## src/tsp_pkg.sv

```systemverilog
/*
  constants of the temperature sensor serial port: address, register
  selection codes, reset contents, field positions and timing.
  assumes a 20 MHz core clock; nothing else is shared.
*/
package tsp_pkg;
  // fixed upper part of the 7-bit slave address
  localparam logic [3:0]  ADDR_FIXED     = 4'h9;
  // register selection codes
  localparam logic [1:0]  SEL_MEASURED   = 2'h0;
  localparam logic [1:0]  SEL_SETUP      = 2'h1;
  localparam logic [1:0]  SEL_HYST       = 2'h2;
  localparam logic [1:0]  SEL_OVERTEMP   = 2'h3;
  localparam logic [1:0]  SEL_RESET      = 2'h0;
  // reset contents
  localparam logic [7:0]  SETUP_RESET    = 8'h00;
  localparam logic [15:0] HYST_RESET     = 16'h4B00;
  localparam logic [15:0] OVERTEMP_RESET = 16'h5000;
  // device_setup field positions
  localparam int SETUP_SHUTDOWN  = 0;
  localparam int SETUP_INT_MODE  = 1;
  localparam int SETUP_POLARITY  = 2;
  localparam int SETUP_FAULT_LO  = 3;
  localparam int SETUP_FAULT_HI  = 4;
  // fault counts for codes 0..3
  localparam logic [2:0]  FAULT_CNT_0    = 3'h1;
  localparam logic [2:0]  FAULT_CNT_1    = 3'h2;
  localparam logic [2:0]  FAULT_CNT_2    = 3'h4;
  localparam logic [2:0]  FAULT_CNT_3    = 3'h6;
  // conversion period
  localparam int CLK_HZ          = 20_000_000;
  localparam int CONV_PERIOD_MS  = 100;
  localparam int CONV_CYCLES     = CLK_HZ / 1000 * CONV_PERIOD_MS;
  // serial bits per byte
  localparam logic [3:0]  BITS_PER_BYTE  = 4'h8;
endpackage

```

## src/tsp_sync.sv

```systemverilog
/*
  two flip-flop synchroniser for a group of level inputs.
  assumes inputs may change at any time relative to clk.
*/
`timescale 1ns/1ps
module tsp_sync #(
  parameter int W = 1
) (
  input  wire logic         clk,    // core clock
  input  wire logic         rst,    // synchronous reset, active high
  input  wire logic [W-1:0] d,      // asynchronous levels
  output logic      [W-1:0] q       // synchronised levels
);
  logic [W-1:0] meta_q;

  // first stage is read only by the second stage
  always_ff @(posedge clk) begin
    if (rst) begin
      meta_q <= '1;
      q      <= '1;
    end else begin
      meta_q <= d;
      q      <= meta_q;
    end
  end
endmodule

```

## src/tsp_i2c_slave.sv

```systemverilog
/*
  two-wire serial slave port, register set and alarm logic of a
  temperature sensor. the controller makes scl; scl, sda and the address
  pins are sampled by clk through synchronisers. conversion results come
  from an 11-bit converter word on the clk domain, taken once per period.
*/
// Operation
// - answer at address 1001 plus pins
// - selection byte, upper six bits zero
// - codes pick the four data registers
// - selection latched only by pointer byte
// - selection is zero after reset
// - setup is one byte, reset zero
// - setup bits 7..5 stored, reset zero
// - fault codes give 1,2,4,6 conversions
// - mode bit selects interrupt or comparator
// - bit 0 selects shut-down
// - reading read only, loaded per conversion
// - 11-bit value, low five bits zero
// - reading sent as sixteen bits, high first
// - overtemp limit resets to 5000
// - hysteresis limit resets to 4B00
// - convert every 100 ms unless shut down
// - compare nine top bits with limits
// - comparator: set above, clear below
// - interrupt: alternate trips, read clears
`timescale 1ns/1ps
module tsp_i2c_slave #(
  parameter int CONV_CYCLES = tsp_pkg::CONV_CYCLES
) (
  input  wire logic        clk,               // core clock, 20 MHz
  input  wire logic        rst,               // synchronous reset, active high
  input  wire logic        scl_in,            // serial clock from controller
  input  wire logic        sda_in,            // serial data line level
  output logic             sda_out_q,         // serial data drive value, always 0
  output logic             sda_oe_n_q,        // low while device pulls sda low
  input  wire logic        addr_select_pin_2, // address bit 2
  input  wire logic        addr_select_pin_1, // address bit 1
  input  wire logic        addr_select_pin_0, // address bit 0
  input  wire logic [10:0] conv_value,        // converter result, clk domain
  output logic             conv_strobe_q,     // one-cycle pulse: result taken
  output logic             alarm_out_q,       // alarm drive value, always 0
  output logic             alarm_oe_n_q,      // low while alarm pin pulled low
  output logic             alarm_active_q     // internal alarm state
);
  typedef enum {
    ST_IDLE, ST_ADDR, ST_AACK, ST_WR, ST_WACK, ST_RD, ST_MACK
  } tsp_state_t;

  tsp_state_t  state_q;
  logic        scl_s, sda_s, scl_p_q, sda_p_q;
  logic [2:0]  addr_s;
  logic        start_ev, stop_ev, scl_rise, scl_fall;
  logic [3:0]  bit_cnt_q;
  logic [7:0]  rx_q, tx_q, tx_byte;
  logic        rw_q;
  logic [1:0]  wr_idx_q;
  logic        rd_idx_q;
  logic        wr_commit, rd_begin;
  logic [1:0]  sel_q;
  logic [7:0]  setup_q;
  logic [10:0] measured_q;
  logic [8:0]  hyst_q, over_q;
  logic [31:0] conv_cnt_q;
  logic        conv_done;
  logic [2:0]  fault_cnt_q, fault_need;
  logic        expect_low_q;
  logic        trip, over_trip, under_trip, expect_low;

  // synchronise every pin before use
  tsp_sync #(.W(5)) u_sync (
    .clk (clk),
    .rst (rst),
    .d   ({scl_in, sda_in, addr_select_pin_2, addr_select_pin_1, addr_select_pin_0}),
    .q   ({scl_s, sda_s, addr_s})
  );

  // previous samples for edge detection
  always_ff @(posedge clk) begin
    if (rst) begin
      scl_p_q <= 1'b1;
      sda_p_q <= 1'b1;
    end else begin
      scl_p_q <= scl_s;
      sda_p_q <= sda_s;
    end
  end

  // bus events; scl is only ever read, never driven
  assign scl_rise = scl_s & ~scl_p_q;
  assign scl_fall = ~scl_s & scl_p_q;
  assign start_ev = scl_s & scl_p_q & sda_p_q & ~sda_s;
  assign stop_ev  = scl_s & scl_p_q & ~sda_p_q & sda_s;

  // byte to send: setup is one byte, the others high byte then low
  always_comb begin
    tx_byte = 8'h00;
    case (sel_q)
      tsp_pkg::SEL_MEASURED: tx_byte = rd_idx_q ? {measured_q[2:0], 5'h00}
                                                : measured_q[10:3];
      tsp_pkg::SEL_SETUP:    tx_byte = setup_q;
      tsp_pkg::SEL_HYST:     tx_byte = rd_idx_q ? {hyst_q[0], 7'h00} : hyst_q[8:1];
      tsp_pkg::SEL_OVERTEMP: tx_byte = rd_idx_q ? {over_q[0], 7'h00} : over_q[8:1];
      default:               tx_byte = 8'h00;
    endcase
  end

  // a full write byte lands at the fall after its eighth bit
  assign wr_commit = (state_q == ST_WR) && scl_fall && (bit_cnt_q == tsp_pkg::BITS_PER_BYTE);
  // read data starts when the address acknowledge ends
  assign rd_begin  = (state_q == ST_AACK) && scl_fall && rw_q;

  // protocol engine
  always_ff @(posedge clk) begin
    if (rst) begin
      state_q    <= ST_IDLE;
      bit_cnt_q  <= 4'h0;
      rx_q       <= 8'h00;
      tx_q       <= 8'h00;
      rw_q       <= 1'b0;
      wr_idx_q   <= 2'h0;
      rd_idx_q   <= 1'b0;
      sda_oe_n_q <= 1'b1;
    end else if (stop_ev) begin
      state_q    <= ST_IDLE;
      sda_oe_n_q <= 1'b1;
    end else if (start_ev) begin
      state_q    <= ST_ADDR;                                // repeated start too
      bit_cnt_q  <= 4'h0;
      sda_oe_n_q <= 1'b1;
    end else begin
      case (state_q)
        ST_ADDR: begin
          if (scl_rise) begin
            rx_q      <= {rx_q[6:0], sda_s};
            bit_cnt_q <= bit_cnt_q + 4'h1;
          end else if (scl_fall && bit_cnt_q == tsp_pkg::BITS_PER_BYTE) begin
            if (rx_q[7:1] == {tsp_pkg::ADDR_FIXED, addr_s}) begin
              state_q    <= ST_AACK;
              rw_q       <= rx_q[0];
              rd_idx_q   <= 1'b0;                           // a cut read must not start on a low byte
              sda_oe_n_q <= 1'b0;
            end else begin
              state_q    <= ST_IDLE;
            end
          end
        end
        ST_AACK: begin
          if (scl_fall) begin
            bit_cnt_q <= 4'h0;
            wr_idx_q  <= 2'h0;
            rd_idx_q  <= 1'b0;
            if (rw_q) begin
              state_q    <= ST_RD;
              tx_q       <= {tx_byte[6:0], 1'b0};
              sda_oe_n_q <= tx_byte[7];
            end else begin
              state_q    <= ST_WR;
              sda_oe_n_q <= 1'b1;
            end
          end
        end
        ST_WR: begin
          if (scl_rise) begin
            rx_q      <= {rx_q[6:0], sda_s};
            bit_cnt_q <= bit_cnt_q + 4'h1;
          end else if (wr_commit) begin
            state_q    <= ST_WACK;
            sda_oe_n_q <= 1'b0;
          end
        end
        ST_WACK: begin
          if (scl_fall) begin
            state_q    <= ST_WR;
            bit_cnt_q  <= 4'h0;
            sda_oe_n_q <= 1'b1;
            if (wr_idx_q != 2'h3) begin
              wr_idx_q <= wr_idx_q + 2'h1;
            end
          end
        end
        ST_RD: begin
          if (scl_rise) begin
            bit_cnt_q <= bit_cnt_q + 4'h1;
          end else if (scl_fall) begin
            if (bit_cnt_q == tsp_pkg::BITS_PER_BYTE) begin
              state_q    <= ST_MACK;
              sda_oe_n_q <= 1'b1;
              rd_idx_q   <= ~rd_idx_q;
            end else begin
              sda_oe_n_q <= tx_q[7];
              tx_q       <= {tx_q[6:0], 1'b0};
            end
          end
        end
        ST_MACK: begin
          // a not-acknowledge ends the read; the line stays released
          if (scl_rise && sda_s) begin
            state_q <= ST_IDLE;
          end else if (scl_fall) begin
            state_q    <= ST_RD;
            bit_cnt_q  <= 4'h0;
            tx_q       <= {tx_byte[6:0], 1'b0};
            sda_oe_n_q <= tx_byte[7];
          end
        end
        default: begin
          state_q    <= ST_IDLE;
          sda_oe_n_q <= 1'b1;
        end
      endcase
    end
  end

  // the drive value is constant; only the enable moves the line
  always_ff @(posedge clk) begin
    if (rst) begin
      sda_out_q   <= 1'b0;
      alarm_out_q <= 1'b0;
    end else begin
      sda_out_q   <= 1'b0;
      alarm_out_q <= 1'b0;
    end
  end

  // register selection: only the first byte of a write moves it
  always_ff @(posedge clk) begin
    if (rst) begin
      sel_q <= tsp_pkg::SEL_RESET;
    end else if (wr_commit && wr_idx_q == 2'h0) begin
      sel_q <= rx_q[1:0];
    end
  end

  // setup register, all eight bits stored as written
  always_ff @(posedge clk) begin
    if (rst) begin
      setup_q <= tsp_pkg::SETUP_RESET;
    end else if (wr_commit && wr_idx_q != 2'h0 && sel_q == tsp_pkg::SEL_SETUP) begin
      setup_q <= rx_q;
    end
  end

  // limit registers keep nine bits; the rest reads back as zero
  always_ff @(posedge clk) begin
    if (rst) begin
      hyst_q <= tsp_pkg::HYST_RESET[15:7];
      over_q <= tsp_pkg::OVERTEMP_RESET[15:7];
    end else if (wr_commit && wr_idx_q == 2'h1) begin
      if (sel_q == tsp_pkg::SEL_HYST) begin
        hyst_q[8:1] <= rx_q;
      end
      if (sel_q == tsp_pkg::SEL_OVERTEMP) begin
        over_q[8:1] <= rx_q;
      end
    end else if (wr_commit && wr_idx_q == 2'h2) begin
      if (sel_q == tsp_pkg::SEL_HYST) begin
        hyst_q[0] <= rx_q[7];
      end
      if (sel_q == tsp_pkg::SEL_OVERTEMP) begin
        over_q[0] <= rx_q[7];
      end
    end
  end

  // conversion timer; held at zero in shut-down so a return restarts it
  always_ff @(posedge clk) begin
    if (rst || setup_q[tsp_pkg::SETUP_SHUTDOWN]) begin
      conv_cnt_q <= 32'h0;
    end else if (conv_cnt_q == 32'(CONV_CYCLES - 1)) begin
      conv_cnt_q <= 32'h0;
    end else begin
      conv_cnt_q <= conv_cnt_q + 32'h1;
    end
  end
  assign conv_done = !setup_q[tsp_pkg::SETUP_SHUTDOWN]
                  && conv_cnt_q == 32'(CONV_CYCLES - 1);

  // reading register: no bus write reaches it
  always_ff @(posedge clk) begin
    if (rst) begin
      measured_q    <= 11'h000;
      conv_strobe_q <= 1'b0;
    end else begin
      conv_strobe_q <= conv_done;
      if (conv_done) begin
        measured_q <= conv_value;
      end
    end
  end

  // trip test on the nine top bits, signed
  assign over_trip  = $signed(conv_value[10:2]) > $signed(over_q);
  assign under_trip = $signed(conv_value[10:2]) < $signed(hyst_q);
  assign expect_low = setup_q[tsp_pkg::SETUP_INT_MODE] ? expect_low_q : alarm_active_q;
  assign trip       = expect_low ? under_trip : over_trip;

  // consecutive faults needed per code
  always_comb begin
    case (setup_q[tsp_pkg::SETUP_FAULT_HI:tsp_pkg::SETUP_FAULT_LO])
      2'h0:    fault_need = tsp_pkg::FAULT_CNT_0;
      2'h1:    fault_need = tsp_pkg::FAULT_CNT_1;
      2'h2:    fault_need = tsp_pkg::FAULT_CNT_2;
      default: fault_need = tsp_pkg::FAULT_CNT_3;
    endcase
  end

  // alarm state; shut-down and comparator reads leave it alone
  always_ff @(posedge clk) begin
    if (rst) begin
      alarm_active_q <= 1'b0;
      expect_low_q   <= 1'b0;
      fault_cnt_q    <= 3'h0;
    end else begin
      // read clear first, so a trip in the same cycle wins
      if (rd_begin && setup_q[tsp_pkg::SETUP_INT_MODE]) begin
        alarm_active_q <= 1'b0;
      end
      if (conv_done) begin
        if (!trip) begin
          fault_cnt_q <= 3'h0;
        end else if (fault_cnt_q + 3'h1 >= fault_need) begin
          fault_cnt_q <= 3'h0;
          if (setup_q[tsp_pkg::SETUP_INT_MODE]) begin
            alarm_active_q <= 1'b1;
            expect_low_q   <= ~expect_low_q;
          end else begin
            alarm_active_q <= ~expect_low;
          end
        end else begin
          fault_cnt_q <= fault_cnt_q + 3'h1;
        end
      end
    end
  end

  // open-drain pin: pulled low when the state differs from the polarity
  always_ff @(posedge clk) begin
    if (rst) begin
      alarm_oe_n_q <= 1'b1;
    end else begin
      alarm_oe_n_q <= ~(alarm_active_q ^ setup_q[tsp_pkg::SETUP_POLARITY]);
    end
  end
endmodule

```

## config.mk

```make
export PLATFORM = sky130hd
export DESIGN_NAME = tsp_i2c_slave
export DESIGN_NICKNAME = d
export VERILOG_FILES = /design/src/tsp_pkg.sv /design/src/tsp_sync.sv /design/src/tsp_i2c_slave.sv
export SDC_FILE = /design/constraint.sdc
export NUM_CORES = 1
export LEC_CHECK = 0
export BUFFER_PORTS_ARGS = -buffer_cell sky130_fd_sc_hd__buf_2
export CORE_UTILIZATION = 50
export CTS_CLUSTER_DIAMETER = 150
export DETAILED_ROUTE_END_ITERATION = 10
export GPL_TIMING_DRIVEN = 0
export PLACE_DENSITY = 0.67
export SYNTH_ARGS = -nofsm -noshare
export SYNTH_HDL_FRONTEND = slang
export SYNTH_SLANG_ARGS = --single-unit
export TNS_END_PERCENT = 10
```

## constraint.sdc

```tcl
create_clock -name clk -period 3.9 [get_ports clk]
set_input_delay 0.585 -clock clk [delete_from_list [all_inputs] [get_ports clk]]
set_output_delay 0.585 -clock clk [all_outputs]
set_load 0.01 [all_outputs]
```

# --- Word-level counts from Yosys, hierarchy flattened ---
# Cells that the tools add are included.
totals:
  register_bits: 147
  output_inout_bits: 6
  elab_cells: 208
classes:
  n_addsub: 4
  magnitude_cmp: 3
  eq_ne: 47
  muxes: 65
  bitwise: 20
  n_reduce_logical: 43
ops:
  columns: ["op", "n"]
  rows:
  - ["2-to-1 mux 32 bit", 11]
  - ["one-hot mux 32 bit (6 select lines)", 1]
  - ["equality test 32 x 3 -> 1 bit (second input constant)", 5]
  - ["2-to-1 mux 8 bit", 10]
  - ["equality test 32 x 2 -> 1 bit (second input constant)", 2]
  - ["AND reduction 10 bit", 4]
  - ["inequality test 3 bit (second input constant)", 11]
  - ["adder 32 x 1 -> 32 bit (second input constant)", 1]
  - ["equality test 32 x 1 -> 1 bit (second input constant)", 1]
  - ["equality test 32 x 21 -> 1 bit (second input constant)", 1]
  - ["inequality test 2 bit (second input constant)", 16]
  - ["one-hot mux 8 bit (4 select lines)", 1]
  - ["2-to-1 mux 1 bit", 25]
  - ["one-hot mux 8 bit (3 select lines)", 1]
  - ["2-to-1 mux 4 bit", 4]
  - ["logical AND 1 bit", 13]
  - ["NOT 1 bit", 12]
  - ["one-hot mux 4 bit (3 select lines)", 1]
  - ["AND reduction 4 bit", 3]
  - ["AND reduction 6 bit", 2]
  - ["AND reduction 11 bit", 1]
  - ["> comparator 9 bit", 1]
  - ["< comparator 9 bit", 1]
  - ["2-to-1 mux 3 bit", 3]
  - ["other kinds (27)", 51]

# --- Longest topological paths before layout ---
logic_depth:
  ltp_word: 9
  depth_mapped: 10
  ltp_nobuf: 8

# --- Cells and area by module ---
# From an unflattened synthesis, not the netlist that was laid out.
unflattened:
  hier_cells: 696
  hier_area_um2: 5849.4
by_module_without_submodules:
  columns: ["module", "instances", "cells_per_inst", "area_per_inst_um2", "seq_area_each_um2"]
  rows:
  - ["tsp_i2c_slave", 1, 676, 5586.6, 2142.1]
  - ["tsp_sync", 1, 20, 262.8, 200.2]

# --- Least setup slack after synthesis ---
# No wires, ideal clock.
synth_timing:
  path_kind: "register to register"
  startpoint: "register conv_cnt_q[0]"
  endpoint: "register expect_low_q"
  setup_ns: 0.070
  arrival_time_ns: 2.247
  slack_ns: 1.582
  stages_incl_launch_ff: 8
  period_less_slack_ns: 2.318
  path_cell_list: "dfxtp_1 -> ha_1 -> nand2_1 -> or3_1 -> or3_4 -> or3_4 -> or4_1 -> a21oi_1"
synth_between:
  elab_chain_cells: 3
synth_lines:
  columns: ["item", "line", "source"]
  rows:
  - ["start, declared", "tsp_i2c_slave.sv:64", "logic [31:0] conv_cnt_q;"]
  - ["start signal, assigned", "tsp_i2c_slave.sv:273", "conv_cnt_q <= conv_cnt_q + 32'h1;"]
  - ["equality test 32 x 21 -> 1 bit", "tsp_i2c_slave.sv:277", "&& conv_cnt_q == 32'(CONV_CYCLES - 1);"]
  - ["logical AND 1 bit", "tsp_i2c_slave.sv:277", null]
  - ["AND reduction 4 bit (no source line)", null, null]
  - ["end signal, assigned", "tsp_i2c_slave.sv:326", "expect_low_q <= ~expect_low_q;"]
  - ["end, declared", "tsp_i2c_slave.sv:67", "logic expect_low_q;"]
# No other way between the ends.
# A chain may end at the register's enable or synchronous reset.

# --- Worst setup path in the final report ---
# Same ends and word-level chain as after synthesis.

==> metrics.txt <==
RSZ-0062 raised after global routing=no; Clk pwr share=55.8%; Async S/R FF share, synth=0%; placed instance area=0.00613 mm2; largest net degree at the start of global routing=17; Worst-Margin Slew=1.20 ns; num rows=39; Starting DRT DRC Count=403; CTS Buf Count=17; worst skew pair latency=0.43 ns; ranking of synthesized cells by area=dfxtp_1 40%, nand2_1 6.8%, ha_1 6.0%, a21oi_1 5.0%, nor2_1 4.4%; number of global-route vias before repair=4588; Post-synth EDFFs=0; FF-to-FF setup slack=1.38 ns; post-route design area=0.00675 mm2; area delta synth->final=15.6%; Yosys top cell area share=40.1%; Detailed Routing Iterations Pass 1=6; worst path required time=4.25 ns; cell mode on critical path=or3_4; average wire per standard cell=15.9 um; grt ovf=0; worst-case clock buffer depth=2; Comb pwr share=3.2%; # DRC=0; # IOs=24; kind of critical path=flop to flop; Nets=798; Slowest-stage cell, CP=or3_4; Pwr Density=437 mW/mm2; first-pass GRT wire length=22700 um; final worst slack=1.38 ns; Synth Warn #=0; Tmin final=2.52 ns; period utilisation layout=64.6%; H-tree Lvls=4; internal power=2.28 mW; hold buffer count at CTS=0; switching power=672 uW; fmax=397 MHz; Critical Path Fanout Max=5; leakage=2.57 nW; CORE AREA=0.0114 mm2; average footprint of a synthesized cell=8.21 um2; # diodes=0; Vias/cell=5.69; GRT Total Usage=25.1%; Seq pwr share=41.0%; max-slew violation count=0; Worst setup SP type=flop; register area share after synthesis=40.1%; Fin. Hold Viols=0; Hold Path Class=primary input to flop; Synth cell types=60; initial antenna violation count=0; Max stage delay on crit path=0.44 ns; Peak VDD IR=368 uV; DIE HEIGHT=110 um; final WL=14500 um; Sw Ratio=22.8%; post-CTS sizing=0; clock-pin slew on the worst setup and hold paths=0.06 ns; die area=0.0121 mm2; cell area after synthesis=0.00584 mm2; ys flop type=dfxtp_1; CP Capture Type=flop; IO Port Bufs=21; initial core utilization=51.1%; Worst Path Arrival=2.87 ns; slew margin rel.=19.6%; DR vias=5164; postcts setup bufs=0; RePlAce Congestion=0.917; root buffer cell=clkbuf_16; status=complete, no violations; hold slack=0.337 ns; clk sinks=117; Cell Chain, Critical Path=ha_1, nand2_1, or3_1, or3_4, or3_4, or4_1, a21oi_1; CTS tree=built; Cells after Synth=711; Clock Skews=0.00574 ns; area leader, netlist=dfxtp_1; die width=110 um; register bit total from synthesis=117; setup slack at placement=1.33 ns; post-route ant nets=0; max cap viols=0; layout cells sized above 1=11.1%; Setup Viol. Count Final=0; DP HPWL=10300 um; setup TNS=0 ns
[state kept, by name, indices dropped and copies added (netlist names), 2 cells and up]
name,flops
state_q,3
u_sync.meta_q,5
hyst_q,9
sel_q,2
bit_cnt_q,4
wr_idx_q,2
over_q,9
measured_q,11
rx_q,8
conv_cnt_q,32
tx_q,7
setup_q,8
fault_cnt_q,3
u_sync.q,5
[area by class of cell]
type / instances / area [um2]
inverters: 33 / 124
well taps: 143 / 179
flip-flops and latches: 117 / 2340
clock buffers: 18 / 439
plain buffers: 33 / 133
fillers: 1049 / 4670
repair buffers: 21 / 105
multi-input cells: 529 / 3240
clock inverters: 14 / 185
[placed cells by master (no fill, tap or decap), types with 15 or more instances in the layout]
cell type | netlist | routed
mux2i_1 | 17 | 17
nand2_1 | 106 | 106
dfxtp_1 | 117 | 117
nor2_1 | 69 | 69
o21ai_0 | 20 | 20
xor2_1 | 24 | 24
a21oi_1 | 58 | 58
clkbuf_16 | 0 | 17
nand3_1 | 26 | 26
clkbuf_1 | 29 | 29
inv_1 | 32 | 32
ha_1 | 28 | 28
buf_2 | 1 | 22
nand4_1 | 15 | 15
or2_2 | 17 | 17
[worst max-delay path: cells and delay by family, from the launching register on]
| kind | cells | cell delay [ns] |
|---|---|---|
| compound gates | 1 | 0.15 |
| flops | 1 | 0.36 |
| fa+ha+maj | 1 | 0.21 |
| simple gates | 5 | 1.71 |
[layer usage]
| layer | routed length, um | global-route usage (%) | up-vias |
|---|---|---|---|
| met4 | 243 | 9.05 | 0 |
| met5 | 0 | 0 | - |
| met3 | 724 | 6.29 | 22 |
| met2 | 6930 | 41.5 | 149 |
| met1 | 6570 | 31.6 | 2428 |
| li1 | - | - | 2565 |
[cell families (layout without fill, tap and decap cells)]
logic type / count (synthesis) / after routing / share of synthesized area (%)
adders and majority gates: 28 / 28 / 6.00
xor gates and xnor gates: 35 / 35 / 5.25
muxes: 24 / 24 / 4.26
and+or+nand+nor: 303 / 303 / 25.3
buffers and inverters: 66 / 119 / 4.39
DFF: 117 / 117 / 40.1
other: 1 / 2 / 0.0642
AOI/OAI and AO/OA: 137 / 137 / 14.6
[metrics by stage]
stage | power, mW | std cells | util, %
3_3_place_gp | 1.33 | 876 | 53.7
4_1_cts | 2.97 | 908 | 59.1
3_5_place_dp | 1.33 | 876 | 53.7
6_report | 2.95 | 908 | 59.1
5_1_grt | 3.03 | 908 | 59.1
2_1_floorplan | 1.29 | 712 | -
[power groups by stage]
stage | Combinational [mW] | Clock (mW) | Sequential [mW]
after floorplan | 0.0597 | 0 | 1.24
after global placement | 0.0902 | 0 | 1.24
after detailed placement | 0.0926 | 0 | 1.24
after CTS | 0.0931 | 1.66 | 1.21
after global routing | 0.103 | 1.71 | 1.21
final | 0.0935 | 1.65 | 1.21
[path summary, 6_finish.rpt]
kind	to	startpoint	cells after the start
setup reg to reg	expect_low_q	conv_cnt_q[0]	7
hold reg to reg	u_sync.q[3]	u_sync.meta_q[3]	1
setup / recovery	expect_low_q	conv_cnt_q[0]	7
hold / removal	u_sync.meta_q[1]	addr_select_pin_1	2
[synthesized netlist by cell type, drive strengths merged, types with 4 or more instances]
library cell  number
o211ai            11
nor2              69
o21ai             20
clkbuf            29
a211o              4
and2               5
nand4             15
dfxtp            117
mux2i             17
a21oi             58
ha                28
buf                4
nor4b              4
xnor2             11
a22o               4
nor3               7
or3                7
or2               17
nor2b              8
nand2            107
nand2b             6
xor2              24
inv               32
nand3             26
a22oi              6
and3              11
nor4               9
a31oi              5
mux2               7
Power figures use the tool's default switching activity.
